<file path="config.mk">
export PLATFORM = sky130hd
export DESIGN_NAME = system_clock_control_regs
export DESIGN_NICKNAME = d
export VERILOG_FILES = /design/src/shared/clock_ctrl_pkg.sv /design/src/verilog/system_clock_control_regs.sv /design/src/verilog/cpu_div_decode.sv /design/src/verilog/osc_pin_decode.sv
export SDC_FILE = /design/constraint.sdc
export NUM_CORES = 1
export LEC_CHECK = 0
export BUFFER_PORTS_ARGS = -buffer_cell sky130_fd_sc_hd__buf_4
export CORE_MARGIN = 1.5
export CORE_UTILIZATION = 45
export CTS_BUF_LIST = sky130_fd_sc_hd__clkbuf_8
export DETAILED_ROUTE_END_ITERATION = 8
export PLACE_DENSITY_LB_ADDON = 0.15
export SLEW_MARGIN = 0
export SYNTH_ARGS = -nofsm -noshare
export SYNTH_HDL_FRONTEND = slang
export SYNTH_SLANG_ARGS = --single-unit
</file>
<file path="constraint.sdc">
create_clock -name clk -period 1.9 [get_ports clk]
set_input_delay 0.285 -clock clk [delete_from_list [all_inputs] [get_ports clk]]
set_output_delay 0.285 -clock clk [all_outputs]
set_load 0.02 [all_outputs]
</file>
<file path="src/shared/clock_ctrl_pkg.sv">
// Shared constants, types and state layout for the system clock control block
package clock_ctrl_pkg;

  // ****************************************************************
  // Register indices; byte address is four times the index
  // ****************************************************************
  localparam logic [7:0] CM0_INDEX = 8'h06;
  localparam logic [7:0] CM1_INDEX = 8'h07;
  localparam logic [7:0] CM3_INDEX = 8'h09;
  localparam logic [7:0] PROTECT_INDEX = 8'h0A;
  localparam logic [7:0] SRC_SEL_INDEX = 8'h0C;
  localparam logic [7:0] CM0_ADDR = CM0_INDEX << 2;
  localparam logic [7:0] CM1_ADDR = CM1_INDEX << 2;
  localparam logic [7:0] CM3_ADDR = CM3_INDEX << 2;
  localparam logic [7:0] PROTECT_ADDR = PROTECT_INDEX << 2;
  localparam logic [7:0] SRC_SEL_ADDR = SRC_SEL_INDEX << 2;

  // ****************************************************************
  // Field positions
  // ****************************************************************
  localparam int unsigned WAIT_STOP_LO_BIT = 1;
  localparam int unsigned WAIT_STOP_HI_BIT = 2;
  localparam int unsigned CRYSTAL_STOP_BIT = 5;
  localparam int unsigned DIV8_SELECT_BIT = 6;
  localparam int unsigned ALL_CLOCK_STOP_BIT = 0;
  localparam int unsigned FEEDBACK_OFF_BIT = 1;
  localparam int unsigned OSC_PIN_ASSIGN_BIT = 3;
  localparam int unsigned LOW_SPEED_OFF_BIT = 4;
  localparam int unsigned CPU_DIV_LO_BIT = 6;
  localparam int unsigned CPU_DIV_HI_BIT = 7;
  localparam int unsigned WAIT_CONTROL_BIT = 0;
  localparam int unsigned NO_DIVISION_BIT = 5;
  localparam int unsigned EXIT_SEL_LO_BIT = 6;
  localparam int unsigned EXIT_SEL_HI_BIT = 7;
  localparam int unsigned CLOCK_WRITE_ENABLE_BIT = 0;
  localparam int unsigned SOURCE_SEL_BIT = 2;

  // ****************************************************************
  // Reset values and masks
  // ****************************************************************
  localparam logic [7:0] CM0_RESET = 8'h20;
  localparam logic [7:0] CM1_RESET = 8'h20;
  localparam logic [7:0] CM3_RESET = 8'h00;
  localparam logic [7:0] PROTECT_RESET = 8'h00;
  localparam logic SOURCE_SEL_RESET = 1'b1;
  localparam logic [7:0] CM3_WRITE_MASK = 8'hFD;
  localparam logic [7:0] PROTECT_WRITE_MASK = 8'h01;

  // ****************************************************************
  // Encodings
  // ****************************************************************
  localparam logic [1:0] EXIT_PRIOR_CLOCK = 2'h0;
  localparam logic [1:0] EXIT_CRYSTAL = 2'h3;
  localparam logic [1:0] CPU_DIV_NONE = 2'h0;
  localparam logic [1:0] CPU_DIV_BY2 = 2'h1;
  localparam logic [1:0] CPU_DIV_BY4 = 2'h2;
  localparam logic [1:0] CPU_DIV_BY16 = 2'h3;
  localparam logic [1:0] WAIT_PERIPH_RUN = 2'h0;
  // CPU clock is the system clock divided by two to the power of this code
  localparam logic [2:0] DIV_CODE_1 = 3'h0;
  localparam logic [2:0] DIV_CODE_2 = 3'h1;
  localparam logic [2:0] DIV_CODE_4 = 3'h2;
  localparam logic [2:0] DIV_CODE_8 = 3'h3;
  localparam logic [2:0] DIV_CODE_16 = 3'h4;

  typedef enum logic [1:0] {MODE_RUN, MODE_WAIT, MODE_STOP} cpu_mode_e;

  typedef struct packed {
    logic [7:0] addr;
    logic [7:0] wdata;
    logic wr;
    logic rd;
  } bus_req_s;

  typedef struct packed {
    logic [2:0] cpu_div_code;
    logic cpu_clock_stop;
    logic periph_div_stop;
    logic all_clocks_stop;
    logic crystal_osc_en;
    logic feedback_res_en;
    logic osc_pins_port;
    logic low_speed_osc_en;
    logic sys_clk_from_osc;
  } clk_out_s;

  typedef struct packed {
    cpu_mode_e mode;
    logic [7:0] cm0;
    logic [7:0] cm1;
    logic [7:0] cm3;
    logic [7:0] protect;
    logic src_sel;
    logic [7:0] rdata;
    clk_out_s outs;
  } ctrl_state_s;

endpackage

</file>
<file path="src/verilog/system_clock_control_regs.sv">
// System clock control registers with wait and stop mode sequencing
`timescale 1ns/1ps

module system_clock_control_regs (
  input wire logic clk,
  input wire logic sys_rst,
  input wire clock_ctrl_pkg::bus_req_s bus_req,
  output logic [7:0] rdata,
  input wire logic wake_irq,
  output clock_ctrl_pkg::clk_out_s clk_out
);

  clock_ctrl_pkg::ctrl_state_s s_reg;
  clock_ctrl_pkg::ctrl_state_s s_next;
  logic [2:0] div_code;
  logic crystal_osc_en;
  logic feedback_res_en;
  logic osc_pins_port;
  logic low_speed_osc_en;
  logic write_ok;
  logic wr_cm0;
  logic wr_cm1;
  logic wr_cm3;
  logic wr_protect;
  logic wr_src_sel;
  logic [7:0] cm1_wval;

  // ****************************************************************
  // Decoders of the registered control bits
  // ****************************************************************
  cpu_div_decode u_div (
    .div8_select(s_reg.cm0[clock_ctrl_pkg::DIV8_SELECT_BIT]),
    .cpu_div(s_reg.cm1[clock_ctrl_pkg::CPU_DIV_HI_BIT:clock_ctrl_pkg::CPU_DIV_LO_BIT]),
    .div_code(div_code)
  );

  osc_pin_decode u_osc (
    .crystal_stop(s_reg.cm0[clock_ctrl_pkg::CRYSTAL_STOP_BIT]),
    .feedback_resistor_off(s_reg.cm1[clock_ctrl_pkg::FEEDBACK_OFF_BIT]),
    .all_clock_stop(s_reg.cm1[clock_ctrl_pkg::ALL_CLOCK_STOP_BIT]),
    .osc_pin_assign(s_reg.cm1[clock_ctrl_pkg::OSC_PIN_ASSIGN_BIT]),
    .low_speed_osc_off(s_reg.cm1[clock_ctrl_pkg::LOW_SPEED_OFF_BIT]),
    .crystal_osc_en(crystal_osc_en),
    .feedback_res_en(feedback_res_en),
    .osc_pins_port(osc_pins_port),
    .low_speed_osc_en(low_speed_osc_en)
  );

  // ****************************************************************
  // Write decode; the protect bit gates registers 0, 1 and source select
  // ****************************************************************
  assign write_ok = s_reg.protect[clock_ctrl_pkg::CLOCK_WRITE_ENABLE_BIT];
  assign wr_cm0 = bus_req.wr && bus_req.addr == clock_ctrl_pkg::CM0_ADDR && write_ok;
  assign wr_cm1 = bus_req.wr && bus_req.addr == clock_ctrl_pkg::CM1_ADDR && write_ok;
  assign wr_cm3 = bus_req.wr && bus_req.addr == clock_ctrl_pkg::CM3_ADDR;
  assign wr_protect = bus_req.wr && bus_req.addr == clock_ctrl_pkg::PROTECT_ADDR;
  assign wr_src_sel = bus_req.wr && bus_req.addr == clock_ctrl_pkg::SRC_SEL_ADDR && write_ok;

  // Pin assignment is sticky once set; low-speed off refused on oscillator clock
  always_comb begin
    cm1_wval = bus_req.wdata;
    cm1_wval[clock_ctrl_pkg::OSC_PIN_ASSIGN_BIT] = bus_req.wdata[clock_ctrl_pkg::OSC_PIN_ASSIGN_BIT]
      || s_reg.cm1[clock_ctrl_pkg::OSC_PIN_ASSIGN_BIT];
    cm1_wval[clock_ctrl_pkg::LOW_SPEED_OFF_BIT] = bus_req.wdata[clock_ctrl_pkg::LOW_SPEED_OFF_BIT]
      && !s_reg.src_sel;
  end

  // ****************************************************************
  // Next state: register writes, mode sequencing, reads, outputs
  // ****************************************************************
  always_comb begin
    s_next = s_reg;
    s_next.rdata = 8'h00;
    if (wr_cm0) begin
      s_next.cm0 = bus_req.wdata;
    end
    if (wr_cm1) begin
      s_next.cm1 = cm1_wval;
    end
    if (wr_cm3) begin
      s_next.cm3 = bus_req.wdata & clock_ctrl_pkg::CM3_WRITE_MASK;
    end
    if (wr_protect) begin
      s_next.protect = bus_req.wdata & clock_ctrl_pkg::PROTECT_WRITE_MASK;
    end
    if (wr_src_sel) begin
      s_next.src_sel = bus_req.wdata[clock_ctrl_pkg::SOURCE_SEL_BIT];
    end
    // Mode sequencing; writes during wait or stop cannot come from a halted CPU
    case (s_reg.mode)
      clock_ctrl_pkg::MODE_RUN: begin
        if (s_next.cm1[clock_ctrl_pkg::ALL_CLOCK_STOP_BIT]) begin
          s_next.cm0[clock_ctrl_pkg::DIV8_SELECT_BIT] = 1'b1;
          s_next.mode = clock_ctrl_pkg::MODE_STOP;
        end else if (s_next.cm3[clock_ctrl_pkg::WAIT_CONTROL_BIT]) begin
          if (s_next.cm3[clock_ctrl_pkg::NO_DIVISION_BIT]) begin
            s_next.cm0[clock_ctrl_pkg::DIV8_SELECT_BIT] = 1'b0;
            s_next.cm1[clock_ctrl_pkg::CPU_DIV_HI_BIT:clock_ctrl_pkg::CPU_DIV_LO_BIT] =
              clock_ctrl_pkg::CPU_DIV_NONE;
          end
          s_next.mode = clock_ctrl_pkg::MODE_WAIT;
        end
      end
      clock_ctrl_pkg::MODE_WAIT: begin
        if (wake_irq) begin
          s_next.cm3[clock_ctrl_pkg::WAIT_CONTROL_BIT] = 1'b0;
          s_next.mode = clock_ctrl_pkg::MODE_RUN;
        end
      end
      clock_ctrl_pkg::MODE_STOP: begin
        if (wake_irq) begin
          s_next.cm1[clock_ctrl_pkg::ALL_CLOCK_STOP_BIT] = 1'b0;
          s_next.mode = clock_ctrl_pkg::MODE_RUN;
        end
      end
      default: begin
        s_next.mode = clock_ctrl_pkg::MODE_RUN;
      end
    endcase
    // Crystal exit encoding starts the crystal and switches over to it
    if (s_reg.mode != clock_ctrl_pkg::MODE_RUN && wake_irq
        && s_reg.cm3[clock_ctrl_pkg::EXIT_SEL_HI_BIT:clock_ctrl_pkg::EXIT_SEL_LO_BIT]
        == clock_ctrl_pkg::EXIT_CRYSTAL) begin
      s_next.cm0[clock_ctrl_pkg::CRYSTAL_STOP_BIT] = 1'b0;
      s_next.cm1[clock_ctrl_pkg::OSC_PIN_ASSIGN_BIT] = 1'b1;
      s_next.src_sel = 1'b0;
    end
    // Oscillator as system clock always forces the low-speed off bit clear
    if (s_next.src_sel) begin
      s_next.cm1[clock_ctrl_pkg::LOW_SPEED_OFF_BIT] = 1'b0;
    end
    // Read data stands only in the cycle after the strobe
    if (bus_req.rd) begin
      case (bus_req.addr)
        clock_ctrl_pkg::CM0_ADDR: s_next.rdata = s_reg.cm0;
        clock_ctrl_pkg::CM1_ADDR: s_next.rdata = s_reg.cm1;
        clock_ctrl_pkg::CM3_ADDR: s_next.rdata = s_reg.cm3 & clock_ctrl_pkg::CM3_WRITE_MASK;
        clock_ctrl_pkg::PROTECT_ADDR: s_next.rdata = s_reg.protect;
        clock_ctrl_pkg::SRC_SEL_ADDR: s_next.rdata = {5'h00, s_reg.src_sel, 2'h0};
        default: s_next.rdata = 8'h00;
      endcase
    end
    // Outputs follow the control registers one cycle later
    s_next.outs.cpu_div_code = div_code;
    s_next.outs.cpu_clock_stop = s_reg.mode != clock_ctrl_pkg::MODE_RUN;
    s_next.outs.periph_div_stop = s_reg.mode == clock_ctrl_pkg::MODE_STOP
      || (s_reg.mode == clock_ctrl_pkg::MODE_WAIT
      && s_reg.cm0[clock_ctrl_pkg::WAIT_STOP_HI_BIT:clock_ctrl_pkg::WAIT_STOP_LO_BIT]
      != clock_ctrl_pkg::WAIT_PERIPH_RUN);
    s_next.outs.all_clocks_stop = s_reg.mode == clock_ctrl_pkg::MODE_STOP;
    s_next.outs.crystal_osc_en = crystal_osc_en;
    s_next.outs.feedback_res_en = feedback_res_en;
    s_next.outs.osc_pins_port = osc_pins_port;
    s_next.outs.low_speed_osc_en = low_speed_osc_en;
    s_next.outs.sys_clk_from_osc = s_reg.src_sel;
  end

  // ****************************************************************
  // State register
  // ****************************************************************
  always_ff @(posedge clk or posedge sys_rst) begin
    if (sys_rst) begin
      s_reg.mode <= clock_ctrl_pkg::MODE_RUN;
      s_reg.cm0 <= clock_ctrl_pkg::CM0_RESET;
      s_reg.cm1 <= clock_ctrl_pkg::CM1_RESET;
      s_reg.cm3 <= clock_ctrl_pkg::CM3_RESET;
      s_reg.protect <= clock_ctrl_pkg::PROTECT_RESET;
      s_reg.src_sel <= clock_ctrl_pkg::SOURCE_SEL_RESET;
      s_reg.rdata <= 8'h00;
      s_reg.outs.cpu_div_code <= clock_ctrl_pkg::DIV_CODE_1;
      s_reg.outs.cpu_clock_stop <= 1'b0;
      s_reg.outs.periph_div_stop <= 1'b0;
      s_reg.outs.all_clocks_stop <= 1'b0;
      s_reg.outs.crystal_osc_en <= 1'b0;
      s_reg.outs.feedback_res_en <= 1'b1;
      s_reg.outs.osc_pins_port <= 1'b1;
      s_reg.outs.low_speed_osc_en <= 1'b1;
      s_reg.outs.sys_clk_from_osc <= 1'b1;
    end else begin
      s_reg <= s_next;
    end
  end

  assign rdata = s_reg.rdata;
  assign clk_out = s_reg.outs;
endmodule // system_clock_control_regs

</file>
<file path="src/verilog/cpu_div_decode.sv">
// CPU clock division ratio decoder
`timescale 1ns/1ps

module cpu_div_decode (
  input wire logic div8_select,
  input wire logic [1:0] cpu_div,
  output logic [2:0] div_code
);

  // ****************************************************************
  // Divide-by-8 overrides the two-bit field
  // ****************************************************************
  always_comb begin
    if (div8_select) begin
      div_code = clock_ctrl_pkg::DIV_CODE_8;
    end else begin
      case (cpu_div)
        clock_ctrl_pkg::CPU_DIV_NONE: div_code = clock_ctrl_pkg::DIV_CODE_1;
        clock_ctrl_pkg::CPU_DIV_BY2: div_code = clock_ctrl_pkg::DIV_CODE_2;
        clock_ctrl_pkg::CPU_DIV_BY4: div_code = clock_ctrl_pkg::DIV_CODE_4;
        default: div_code = clock_ctrl_pkg::DIV_CODE_16;
      endcase
    end
  end

endmodule // cpu_div_decode

</file>
<file path="src/verilog/osc_pin_decode.sv">
// Oscillator, feedback resistor and pin function decoder
`timescale 1ns/1ps

module osc_pin_decode (
  input wire logic crystal_stop,
  input wire logic feedback_resistor_off,
  input wire logic all_clock_stop,
  input wire logic osc_pin_assign,
  input wire logic low_speed_osc_off,
  output logic crystal_osc_en,
  output logic feedback_res_en,
  output logic osc_pins_port,
  output logic low_speed_osc_en
);

  // ****************************************************************
  // Analog enables; stop mode kills the crystal and its resistor
  // ****************************************************************
  assign crystal_osc_en = !crystal_stop && !all_clock_stop;
  assign feedback_res_en = !feedback_resistor_off && !all_clock_stop;
  // Pins are ports only with the crystal stopped and port use chosen
  assign osc_pins_port = crystal_stop && !osc_pin_assign;
  assign low_speed_osc_en = !low_speed_osc_off && !all_clock_stop;

endmodule // osc_pin_decode

</file>
=== After elaboration in Yosys (flattened, before gate mapping) ===
Index checks and enable logic that the tools add are counted.

* Bits in registers: 46
* Input port bits: 21
* Output and inout bits: 19
* Word-level logic and storage cells: 95

* Equality and inequality tests: 12
* Muxes and demuxes: 28
* Reductions and logical operators: 33

{| class="wikitable"
|+ Operators with widths
! operator !! number
|-
| 8-bit one-hot mux with 5 select lines || 1
|-
| 8-bit by 6-bit == test with 1-bit output, second input constant || 3
|-
| 8-bit by 5-bit == test with 1-bit output, second input constant || 2
|-
| 1-bit logical AND || 16
|-
| 8-bit 2-to-1 mux || 2
|-
| 2-bit 2-to-1 mux || 7
|-
| 1-bit 2-to-1 mux || 13
|-
| 2-bit nonzero test || 5
|-
| 3-bit one-hot mux with 3 select lines || 1
|-
| 7-bit 2-to-1 mux || 1
|-
| 2-bit == test, second input constant || 3
|-
| 1-bit logical NOT || 6
|-
| 6-bit 2-to-1 mux || 1
|-
| 2-bit by 1-bit == test with 1-bit output, second input constant || 2
|-
| 2-bit logical NOT || 2
|-
| 2-bit one-hot mux with 2 select lines || 1
|-
| 3-bit 2-to-1 mux || 1
|-
| 3-bit by 1-bit inequality test with 1-bit output, second input constant || 1
|-
| 1-bit logical OR || 2
|-
| 2-bit by 1-bit inequality test with 1-bit output, second input constant || 1
|-
| 2-bit AND reduction || 1
|-
| 2-bit OR reduction || 1
|}

=== Depth between registers and ports, before layout ===
Gate-level depths: netlist of run 1.

* Word-level depth: 8
* Depth in mapped cells: 7
* Gate-level depth less buffers: 6

=== By module ===
A second synthesis of run 1 with hierarchy kept.

* Cell total of the unflattened synthesis: 199
* Area, all modules: 2,259.7 um2

{| class="wikitable"
|+ By module, submodules not included
! module !! instances !! cells each !! area an instance (um2) !! seq. area each (um2)
|-
| system_clock_control_regs || 1 || 190 || 2,208.4 || 1,159.9
|-
| cpu_div_decode || 1 || 5 || 26.3 || 0.0
|-
| osc_pin_decode || 1 || 4 || 25.0 || 0.0
|}

=== Worst setup path before layout of run 1 ===
OpenSTA, ideal clock, no wires.

* Kind: input-to-reg
* Start point: input port bus_req[17] in the netlist's numbering
* End point: register s_reg[40] in the netlist's numbering
* Setup time: 0.119 ns
* Arrival time: 1.551 ns
* Required time: 1.781 ns
* Slack: 0.229 ns
* Stages on the path: 4
* Buffers on the path: 0
* Cells stage by stage: or4_4 -> or4_4 -> a21oi_4 -> a21oi_2

{| class="wikitable"
|+ RTL lines
! element !! RTL line !! text
|-
| from (decl) || system_clock_control_regs.sv:7 || <nowiki>input wire clock_ctrl_pkg::bus_req_s bus_req,</nowiki>
|-
| to (signal assigned) || system_clock_control_regs.sv:180 || <nowiki>s_reg <= s_next;</nowiki>
|-
| to (decl) || system_clock_control_regs.sv:13 || <nowiki>clock_ctrl_pkg::ctrl_state_s s_reg;</nowiki>
|}

==> results of run 1 <==
-- area by class of cell --
cell class	instances	area, um^2	area share [%]
flip-flops and latches	46	1160	43.9
repair buffers	50	388	14.7
clock buffers	6	82.6	3.13
clock inverters	2	8.76	0.332
inverters	9	33.8	1.28
multi-input cells	117	885	33.5
well taps	67	83.8	3.17
-- layer usage --
layer	part of all wire, %	vias to the layer above
met5	0	-
met4	1.1	0
met3	4.3	4
met2	48	36
met1	46	776
li1	-	742
-- path summary, 6_finish.rpt --
kind | startpoint | endpoint | slack, ns | depth (start not counted)
worst max-delay path | bus_req[17] | s_reg[40] | 0.36 | 5
worst min-delay path | sys_rst | clk_out[8] | -0.006 | 2
worst max register to register | s_reg[20] | s_reg[50] | 0.40 | 6
worst min register to register | s_next[0] | clk_out[0] | 0.40 | 0
max in group asynchronous | sys_rst | s_next[0] | 1.32 | 3
min in group clk | wake_irq | s_reg[28] | 0.20 | 2
-- power by group through the flow --
stage	Sequential [mW]	Combinational [mW]	Clock [mW]
after global routing	1.02	0.233	0.665
final	1.02	0.210	0.610
after floorplan	1.03	0.134	0
after detailed placement	1.04	0.210	0
after CTS	1.02	0.211	0.621
after global placement	1.04	0.200	0
-- Yosys cell counts (2+ instances only) --
| library cell | count |
|---|---|
| dfrtp_1 | 39 |
| buf_4 | 19 |
| mux2_2 | 17 |
| nor2_1 | 14 |
| inv_1 | 9 |
| mux2i_1 | 8 |
| a21oi_1 | 7 |
| dfstp_2 | 7 |
| nand2_1 | 7 |
| o21ai_0 | 6 |
| a22oi_1 | 4 |
| and2_1 | 4 |
| buf_2 | 4 |
| a22o_1 | 3 |
| a32oi_1 | 3 |
| ha_1 | 3 |
| nand2b_1 | 3 |
| nand3_1 | 3 |
| nor3b_1 | 3 |
| a21o_1 | 2 |
| and4_1 | 2 |
| nand3b_1 | 2 |
| nor3_1 | 2 |
| o31ai_1 | 2 |
| or4_4 | 2 |
-- cells by family after synthesis --
kind of cell    after synthesis  synth area share, %
simple gates                 54                 14.4
flops                        46                 50.9
buf+inv                      36                 10.4
compound gates               34                 10.5
mux                          25                 11.9
fa+ha+maj                     3                 1.65
xor+xnor                      1                0.384
-- worst max-delay path: stages --
cell and delay, ns:
buf_4 0.11, or4_4 0.55, or4_4 0.54, a21oi_4 0.19
a21oi_2 0.04
-- through the flow --
stage | utilization [%] | hold WS, ns | setup slack [ns] | cell area, um^2 | power (mW)
6_report | 54.8 | -0.00634 | 0.363 | 2640 | 1.84
3_5_place_dp | 52.9 | 0.327 | 0.0696 | 2550 | 1.25
2_1_floorplan | - | 0.365 | 0.229 | 2280 | 1.17
4_1_cts | 54.8 | 0.00549 | 0.383 | 2640 | 1.85
3_3_place_gp | 52.9 | 0.321 | 0.0930 | 2550 | 1.24
5_1_grt | 54.8 | 0.0201 | 0.308 | 2640 | 1.92
==> impl_metrics.py, run 1 <==
metrics = {
    "clock_tree": {
        "clk_pin_slew_ns": 0.09,
        "cts_hold_buf": 0,
        "cts-root-buf": "clkbuf_8",
        "clock_sinks": 46,
        "clk_latency_ns": 0.30,
        "cts.repair.resized": 0,
        "postCtsSetupRepairBufs": 0,
        "cts.htree.levels": 2,
        "tritoncts": "yes",
        "cts_inserted_buffers": 5,
        "max-clock-path-buffers": 2,
    },
    "critical_path": {
        "worstPathRequired_ns": 2.09,
        "cp-end-kind": "flip-flop",
        "worstSetupPathType": "input port to flip-flop",
        "crit_path_start_kind": "input port",
        "cp.arrival_ns": 1.72,
        "crit_fanout": 4,
    },
    "final_layout": {
        "fill_cells": 453,
        "nNetsFinal": 253,
        "layoutNonFillerInstCount": 297,
        "area_growth_pct": 15.8,
        "final_cell_mix": "49 x buf_4, 39 x dfrtp_1, 17 x mux2_2",
        "largest_reg_flops": 26,
        "drive_above_1_share_pct": 38.3,
        "layout_commonest_cell": "buf_4",
        "antenna_cells": 0,
    },
    "timing": {
        "setup_tns_ns": 0,
        "rsz0062_at_grt": "false",
        "hold_viol": 8,
        "fmax_mhz": 651,
        "fin_crit_ns": 1.54,
        "worst_pin_slew_ns": 0.741,
        "fin_skew_ns": 0.00570,
        "relSlewSlack_pct": 50.4,
        "period_share_pct": 80.9,
        "timing.hold.ws_ns": -0.00634,
        "drv_slew": 0,
        "finalSetupViolations": 0,
    },
    "die": {
        "initial_core_util_pct": 47.4,
        "core_mm2": 0.00482,
        "die-area_mm2": 0.00550,
        "die_h_um": 74.2,
        "num_io_pins": 40,
        "dieWidth_um": 74.2,
        "num_rows": 25,
    },
    "drt": {
        "drt-total-wl_um": 4870,
        "ant_nets": 0,
        "avgRoutedWirePerCell_um": 16.4,
        "firstDrtPassIters": 4,
        "drt_iter0_markers": 73,
        "vias": 1558,
        "remaining_drc_errors": 0,
        "via_per_inst": 5.25,
    },
    "synth": {
        "syn_avg_cell_area_um2": 11.5,
        "ys_async_sr_fraction_pct": 100,
        "yosysTopAreaCell": "dfrtp_1",
        "syn_nets": 223,
        "synth_area_leaders": "dfrtp_1 43%, mux2_2 8.4%, dfstp_2 8.1%",
        "yosysWarnings": 0,
        "synthFlopType": "dfrtp_1",
        "synth_edf_count": 0,
        "yosysSeqAreaShare_pct": 50.9,
        "ys_types": 49,
        "yosysTopAreaCellShare_pct": 42.8,
        "synth_seq_cells": 46,
        "syn_area_mm2": 0.00228,
        "syn_inst": 199,
    },
    "grt": {
        "met3_usage_pct": 4.07,
        "antenna_found_initial": 0,
        "grt_use_met2_pct": 32.0,
        "grt_pass1_vias": 1561,
        "gr-total-overflow": 0,
        "grt_pass1_wl_um": 7940,
        "use_met1_pct": 26.5,
        "grt_start_max_net_pins": 22,
        "grt.busiest_layer": "met2",
        "grt_usage_pct": 19.7,
    },
    "placement": {
        "post-place-cells": 289,
        "dp_hpwl_um": 3630,
        "place_congestion": 0.840,
        "portBuffers": 39,
    },
    "run": {
        "drv_cap": 0,
    },
    "power_and_ir_drop": {
        "p_int_mw": 1.38,
        "p_sw_share_pct": 24.8,
        "power_density_mw_per_mm2": 696,
        "combPwrFrac_pct": 11.4,
        "pwr-share-clk_pct": 33.2,
        "vdd_drop_max_mv": 0.419,
        "seqPwrFrac_pct": 55.4,
        "p_sw_mw": 0.455,
        "power.leakage_nw": 1.29,
    },
    "status": {
        "status": "finished with violations",
        "violations": "hold timing",
    },
    "hold_path": {
        "hold_path_class": "input port to asynchronous set/reset pin",
    },
}
(Power assumes the default switching activity.)
==> inputs of run 2 (changes only) <==
- clock period: 1.9 -> 1.3 ns (I/O delays scaled with it)
==> run 2 against run 1 <==
Against the previous run:
- the flow finishes with violations (setup timing)
- clock-buffer cell count shrank 1
- sequential cell count is the same
- power grew 60%
- global-route usage shrank 0.33 points
- critical path depth is the same
- utilization grew 7.4 points
- wire length grew 4.2%
- register-to-register slack lost 0.49 ns
- clock skew grew 0.0036 ns
- worst hold slack gained 0.098 ns
- critical path type is now flip-flop to flip-flop
- largest cell class unchanged
- highest routed layer unchanged
==> impl_metrics.py, run 2 (synthesis results as in run 1) <==
metrics = {
    "status": {
        "status": "finished with violations",
        "violations": "setup timing",
    },
    "final_layout": {
        "layout_commonest_cell": "buf_4",
        "area_growth_pct": 31.4,
        "fill_cells": 419,
        "largest_reg_flops": 26,
        "regArea_mm2": 0.00116,
        "drive_above_1_share_pct": 50.4,
        "nNetsFinal": 277,
        "final_area_mm2": 0.00300,
        "final_cell_mix": "68 x buf_4, 39 x dfrtp_1, 13 x nor2_1",
        "multi_input_area_mm2": 0.00103,
        "final_util_pct": 62.2,
        "antenna_cells": 0,
    },
    "power_and_ir_drop": {
        "power.leakage_nw": 1.44,
        "power_density_mw_per_mm2": 978,
        "totalPowerFinal_mw": 2.93,
        "vdd_drop_max_mv": 0.673,
    },
    "clock_tree": {
        "cts_inserted_buffers": 5,
        "clk_pin_slew_ns": 0.09,
        "clock_sinks": 46,
        "max-clock-path-buffers": 2,
        "clk_latency_ns": 0.30,
        "tritoncts": "yes",
        "cts.htree.levels": 2,
        "cts-root-buf": "clkbuf_8",
    },
    "critical_path": {
        "cp-end-kind": "flip-flop",
        "path_cells": "and2_4 -> nand4_1 -> buf_6 -> mux2i_4 -> o22ai_2",
        "cp.arrival_ns": 1.57,
        "worstSetupPathType": "flip-flop to flip-flop",
        "crit_fanout": 6,
        "cpPeakStageDelay_ns": 0.38,
        "r2r-start": "s_reg[20]",
        "crit_path_start_kind": "flip-flop",
        "crit_slowest_cell": "dfrtp_1",
        "crit_cells": 5,
        "worstPathRequired_ns": 1.48,
        "crit_buf_inv": 1,
        "ff2ff_setup_slack_ns": -0.09,
        "reg2reg_depth": 5,
        "r2r-end": "s_reg[50]",
        "cp_top_family": "flip-flops",
    },
    "die": {
        "core_mm2": 0.00482,
        "initial_core_util_pct": 47.4,
        "die_h_um": 74.2,
        "die-area_mm2": 0.00550,
        "num_io_pins": 40,
        "dieWidth_um": 74.2,
        "num_rows": 25,
    },
    "placement": {
        "place_congestion": 0.807,
        "portBuffers": 39,
        "dp_hpwl_um": 3470,
        "dpl_cell_area_mm2": 0.00274,
    },
    "drt": {
        "drt-total-wl_um": 5070,
        "top_layer_used": "met4",
        "met3_length_um": 223,
        "firstDrtPassIters": 4,
        "drt_iter0_markers": 81,
        "vias": 1673,
        "remaining_drc_errors": 0,
        "ant_nets": 0,
        "avgRoutedWirePerCell_um": 15.8,
        "via_per_inst": 5.21,
        "wl_met1_um": 2320,
        "route.met2.wl_um": 2480,
    },
    "grt": {
        "grt_usage_pct": 19.4,
        "antenna_found_initial": 0,
        "grt_pass1_vias": 1633,
        "grt_start_max_net_pins": 47,
        "gr-total-overflow": 0,
        "grt_pass1_wl_um": 7940,
    },
    "timing": {
        "finalSetupViolations": 8,
        "relSlewSlack_pct": 74.1,
        "rsz0062_at_grt": "true",
        "period_share_pct": 107,
        "fin_crit_ns": 1.39,
        "hold_viol": 0,
        "worst_pin_slew_ns": 0.388,
        "fmax_mhz": 720,
        "fin_skew_ns": 0.00925,
        "timing.hold.ws_ns": 0.0918,
        "layout_setup_ws_ns": -0.0883,
        "drv_slew": 0,
    },
    "hold_path": {
        "hold_depth": 2,
        "hold_path_class": "input port to flip-flop",
        "min_to": "s_reg[36]",
        "hold_start": "wake_irq",
    },
    "run": {
        "drv_cap": 0,
    },
}
==> run 2: cell count changes in the layout (fill, tap and decap cells not counted), moves of 3 or more <==
cell	change
mux2_2	-7
o21ai_0	-3
mux2_4	+7
inv_2	+3
buf_4	+19
==> run 2: worst max-delay path by stage <==
stage / from / to / slack (ns)
after floorplan: bus_req[17] / s_reg[40] / -0.22
after global placement: bus_req[17] / s_reg[40] / -0.37
after detailed placement: bus_req[17] / s_reg[40] / -0.39
after CTS: s_reg[20] / s_reg[53] / -0.07
after global routing: s_reg[20] / s_reg[50] / -0.13
final: s_reg[20] / s_reg[50] / -0.09
==> run 2: worst reg2reg max path: stages (launching register included) <==
cell	delay (ns)
dfrtp_1	0.38
and2_4	0.14
nand4_1	0.13
buf_6	0.17
mux2i_4	0.34
o22ai_2	0.11
==> run 2: power by group <==
part	internal, mW	switching (mW)	total, mW
clock network	0.560	0.469	1.03
registers	1.47	0.0224	1.49
logic	0.212	0.204	0.416
total	2.24	0.694	2.93
==> run 2: routing by layer <==
metal | track usage [%] | up-vias
li1 | - | 795
met1 | 25.7 | 827
met2 | 32.0 | 45
met3 | 3.79 | 6
met4 | 6.17 | 0
met5 | 0 | -
==> run 2: layout make-up <==
type                       count  area share, %
clock buffer                   5           2.30
clock inverter                 3           1.25
inverter                       9           1.13
multi-input combinational    118           34.4
sequential                    46           38.7
tap                           67           2.80
timing repair buffer          73           19.4
==> run 2: metrics by stage <==
stage          setup TNS (ns)  setup slack [ns]  instances
2_1_floorplan          -0.984            -0.222        199
4_1_cts                -0.313           -0.0662        317
5_1_grt                -0.807            -0.128        321
3_3_place_gp            -5.84            -0.373        303
6_report               -0.513           -0.0883        321
3_5_place_dp            -6.82            -0.388        303
==> run 2: timing repair <==
action                     in CTS  in global routing
gates resized for setup         6                 13
hold endpoints to repair       39                  0
hold buffers                    1                  0
pin swaps                       5                  2
buffers inserted                5                  3
gates cloned                    0                  1
setup endpoints to repair      14                 17
==> inputs of run 3 (changes only) <==
- CELL_PAD_IN_SITES_DETAIL_PLACEMENT: unset -> 2
- CELL_PAD_IN_SITES_GLOBAL_PLACEMENT: unset -> 2
- CORE_UTILIZATION: 45 -> 33
- CTS_BUF_LIST: sky130_fd_sc_hd__clkbuf_8 -> unset
==> run 3 against run 2 <==
Against the previous run:
- the flow still finishes with violations (setup timing)
- die area increased by 35%
- sequential power is essentially flat
- highest routed layer unchanged
- wire length rose by 34%
- setup slack worse by 0.067 ns
- clock power hardly changed
- largest cell class unchanged
- maximum frequency is 4.6% lower
- clock skew fell by 0.0036 ns
==> impl_metrics.py, run 3 (synthesis results as in run 1) <==
metrics = {
    "grt": {
        "grt_use_met2_pct": 35.2,
        "grt_start_max_net_pins": 22,
        "grt_pass1_vias": 1953,
        "grt.busiest_layer": "met2",
        "gr-total-overflow": 0,
        "grt_usage_pct": 19.6,
        "met3_usage_pct": 3.27,
        "grt_pass1_wl_um": 10800,
        "antenna_found_initial": 0,
        "use_met1_pct": 24.4,
    },
    "final_layout": {
        "area_growth_pct": 34.5,
        "multi_input_area_mm2": 0.00104,
        "nNetsFinal": 280,
        "layoutNonFillerInstCount": 337,
        "antenna_cells": 0,
        "drive_above_1_share_pct": 50.6,
        "fill_cells": 701,
        "regArea_mm2": 0.00116,
        "largest_reg_flops": 26,
        "layout_commonest_cell": "buf_4",
        "final_util_pct": 45.4,
        "final_cell_mix": "69 x buf_4, 39 x dfrtp_1, 13 x nor2_1",
    },
    "critical_path": {
        "worstSetupPathType": "flip-flop to flip-flop",
        "cp-end-kind": "flip-flop",
        "cp.arrival_ns": 1.63,
        "crit_path_start_kind": "flip-flop",
        "crit_fanout": 5,
        "ff2ff_setup_slack_ns": -0.16,
        "worstPathRequired_ns": 1.48,
    },
    "drt": {
        "drt_iter0_markers": 57,
        "ant_nets": 0,
        "avgRoutedWirePerCell_um": 20.2,
        "drt-total-wl_um": 6800,
        "remaining_drc_errors": 0,
        "vias": 1705,
        "firstDrtPassIters": 4,
        "via_per_inst": 5.06,
    },
    "placement": {
        "portBuffers": 39,
        "place_congestion": 0.769,
        "dp_hpwl_um": 4890,
        "post-place-cells": 322,
    },
    "clock_tree": {
        "clock_sinks": 46,
        "clk_pin_slew_ns": 0.09,
        "cts-root-buf": "clkbuf_8",
        "max-clock-path-buffers": 2,
        "tritoncts": "yes",
        "cts_inserted_buffers": 5,
        "clk_latency_ns": 0.31,
        "cts.htree.levels": 2,
    },
    "power_and_ir_drop": {
        "combPwrFrac_pct": 15.2,
        "p_sw_mw": 0.770,
        "totalPowerFinal_mw": 2.95,
        "pwr-share-clk_pct": 34.3,
        "p_sw_share_pct": 26.1,
        "power_density_mw_per_mm2": 961,
        "seqPwrFrac_pct": 50.5,
        "power.leakage_nw": 1.48,
        "vdd_drop_max_mv": 0.345,
        "p_int_mw": 2.18,
    },
    "timing": {
        "drv_slew": 0,
        "fin_skew_ns": 0.00560,
        "rsz0062_at_grt": "true",
        "layout_setup_ws_ns": -0.155,
        "finalSetupViolations": 17,
        "fin_crit_ns": 1.46,
        "hold_viol": 0,
        "fmax_mhz": 687,
        "worst_pin_slew_ns": 0.460,
        "setup_tns_ns": -1.23,
        "relSlewSlack_pct": 69.1,
        "period_share_pct": 112,
    },
    "die": {
        "num_io_pins": 40,
        "die_h_um": 86.1,
        "num_rows": 30,
        "initial_core_util_pct": 33.8,
        "dieWidth_um": 86.1,
        "die-area_mm2": 0.00742,
        "core_mm2": 0.00676,
    },
    "status": {
        "status": "finished with violations",
        "violations": "setup timing",
    },
    "run": {
        "drv_cap": 0,
    },
    "hold_path": {
        "hold_path_class": "input port to flip-flop",
    },
}
[run 3: final cells by class]
type                            instances  share of cell area, %
Clock buffer                            7                   3.14
Clock inverter                          1                  0.285
Inverter                                9                   1.10
Multi-Input combinational cell        117                   33.8
Sequential cell                        46                   37.8
Tap cell                               80                   3.26
Timing Repair Buffer                   77                   20.6
[run 3: layer usage]
metal  vias up  share of wire, %  routed length (um)
met5         -                 0                   0
met4         0               1.0                  70
met3         6               1.9                 132
met2        24                53                3620
met1       878                44                2970
li1        797                 -                   -
[run 3: metrics by stage]
step,worst slack [ns],area (um^2),hold WS (ns)
6_report,-0.155,3070,0.0979
2_1_floorplan,-0.222,2380,0.284
3_5_place_dp,-0.415,2810,0.183
3_3_place_gp,-0.346,2810,0.176
5_1_grt,-0.189,3070,0.0892
4_1_cts,-0.124,3030,0.0954
[run 3: path summary, 6_finish.rpt]
check | startpoint | endpoint | cells past startpoint
setup / recovery | s_reg[20] | s_reg[50] | 5
hold / removal | wake_irq | s_reg[36] | 2
setup reg to reg | s_reg[20] | s_reg[50] | 5
hold reg to reg | s_next[0] | clk_out[0] | 0
max in group asynchronous | sys_rst | s_reg[41] | 4
min in group asynchronous | sys_rst | s_reg[38] | 3
[run 3: power groups by stage]
stage               Combinational [mW]  Sequential, mW  Clock [mW]
global placement                 0.391            1.51           0
finish                           0.448            1.49        1.01
detailed placement               0.416            1.51           0
floorplan                        0.210            1.51           0
global route                     0.487            1.49        1.09
CTS                              0.444            1.49        1.04
[run 3: worst max-delay path: stages (launching register included)]
cell     delay [ns]
dfrtp_1        0.41
and2_4         0.15
nand4_1        0.15
buf_6          0.17
mux2i_4        0.33
o22ai_1        0.13
[run 3: what timing repair did]
action                                  CTS  global route
endpoints found under the setup margin   18            21
hold endpoints to repair                  6             0
hold buffers                              1             0
pin swaps                                 1             2
gates resized for setup                  13            12
buffers inserted                          5             2
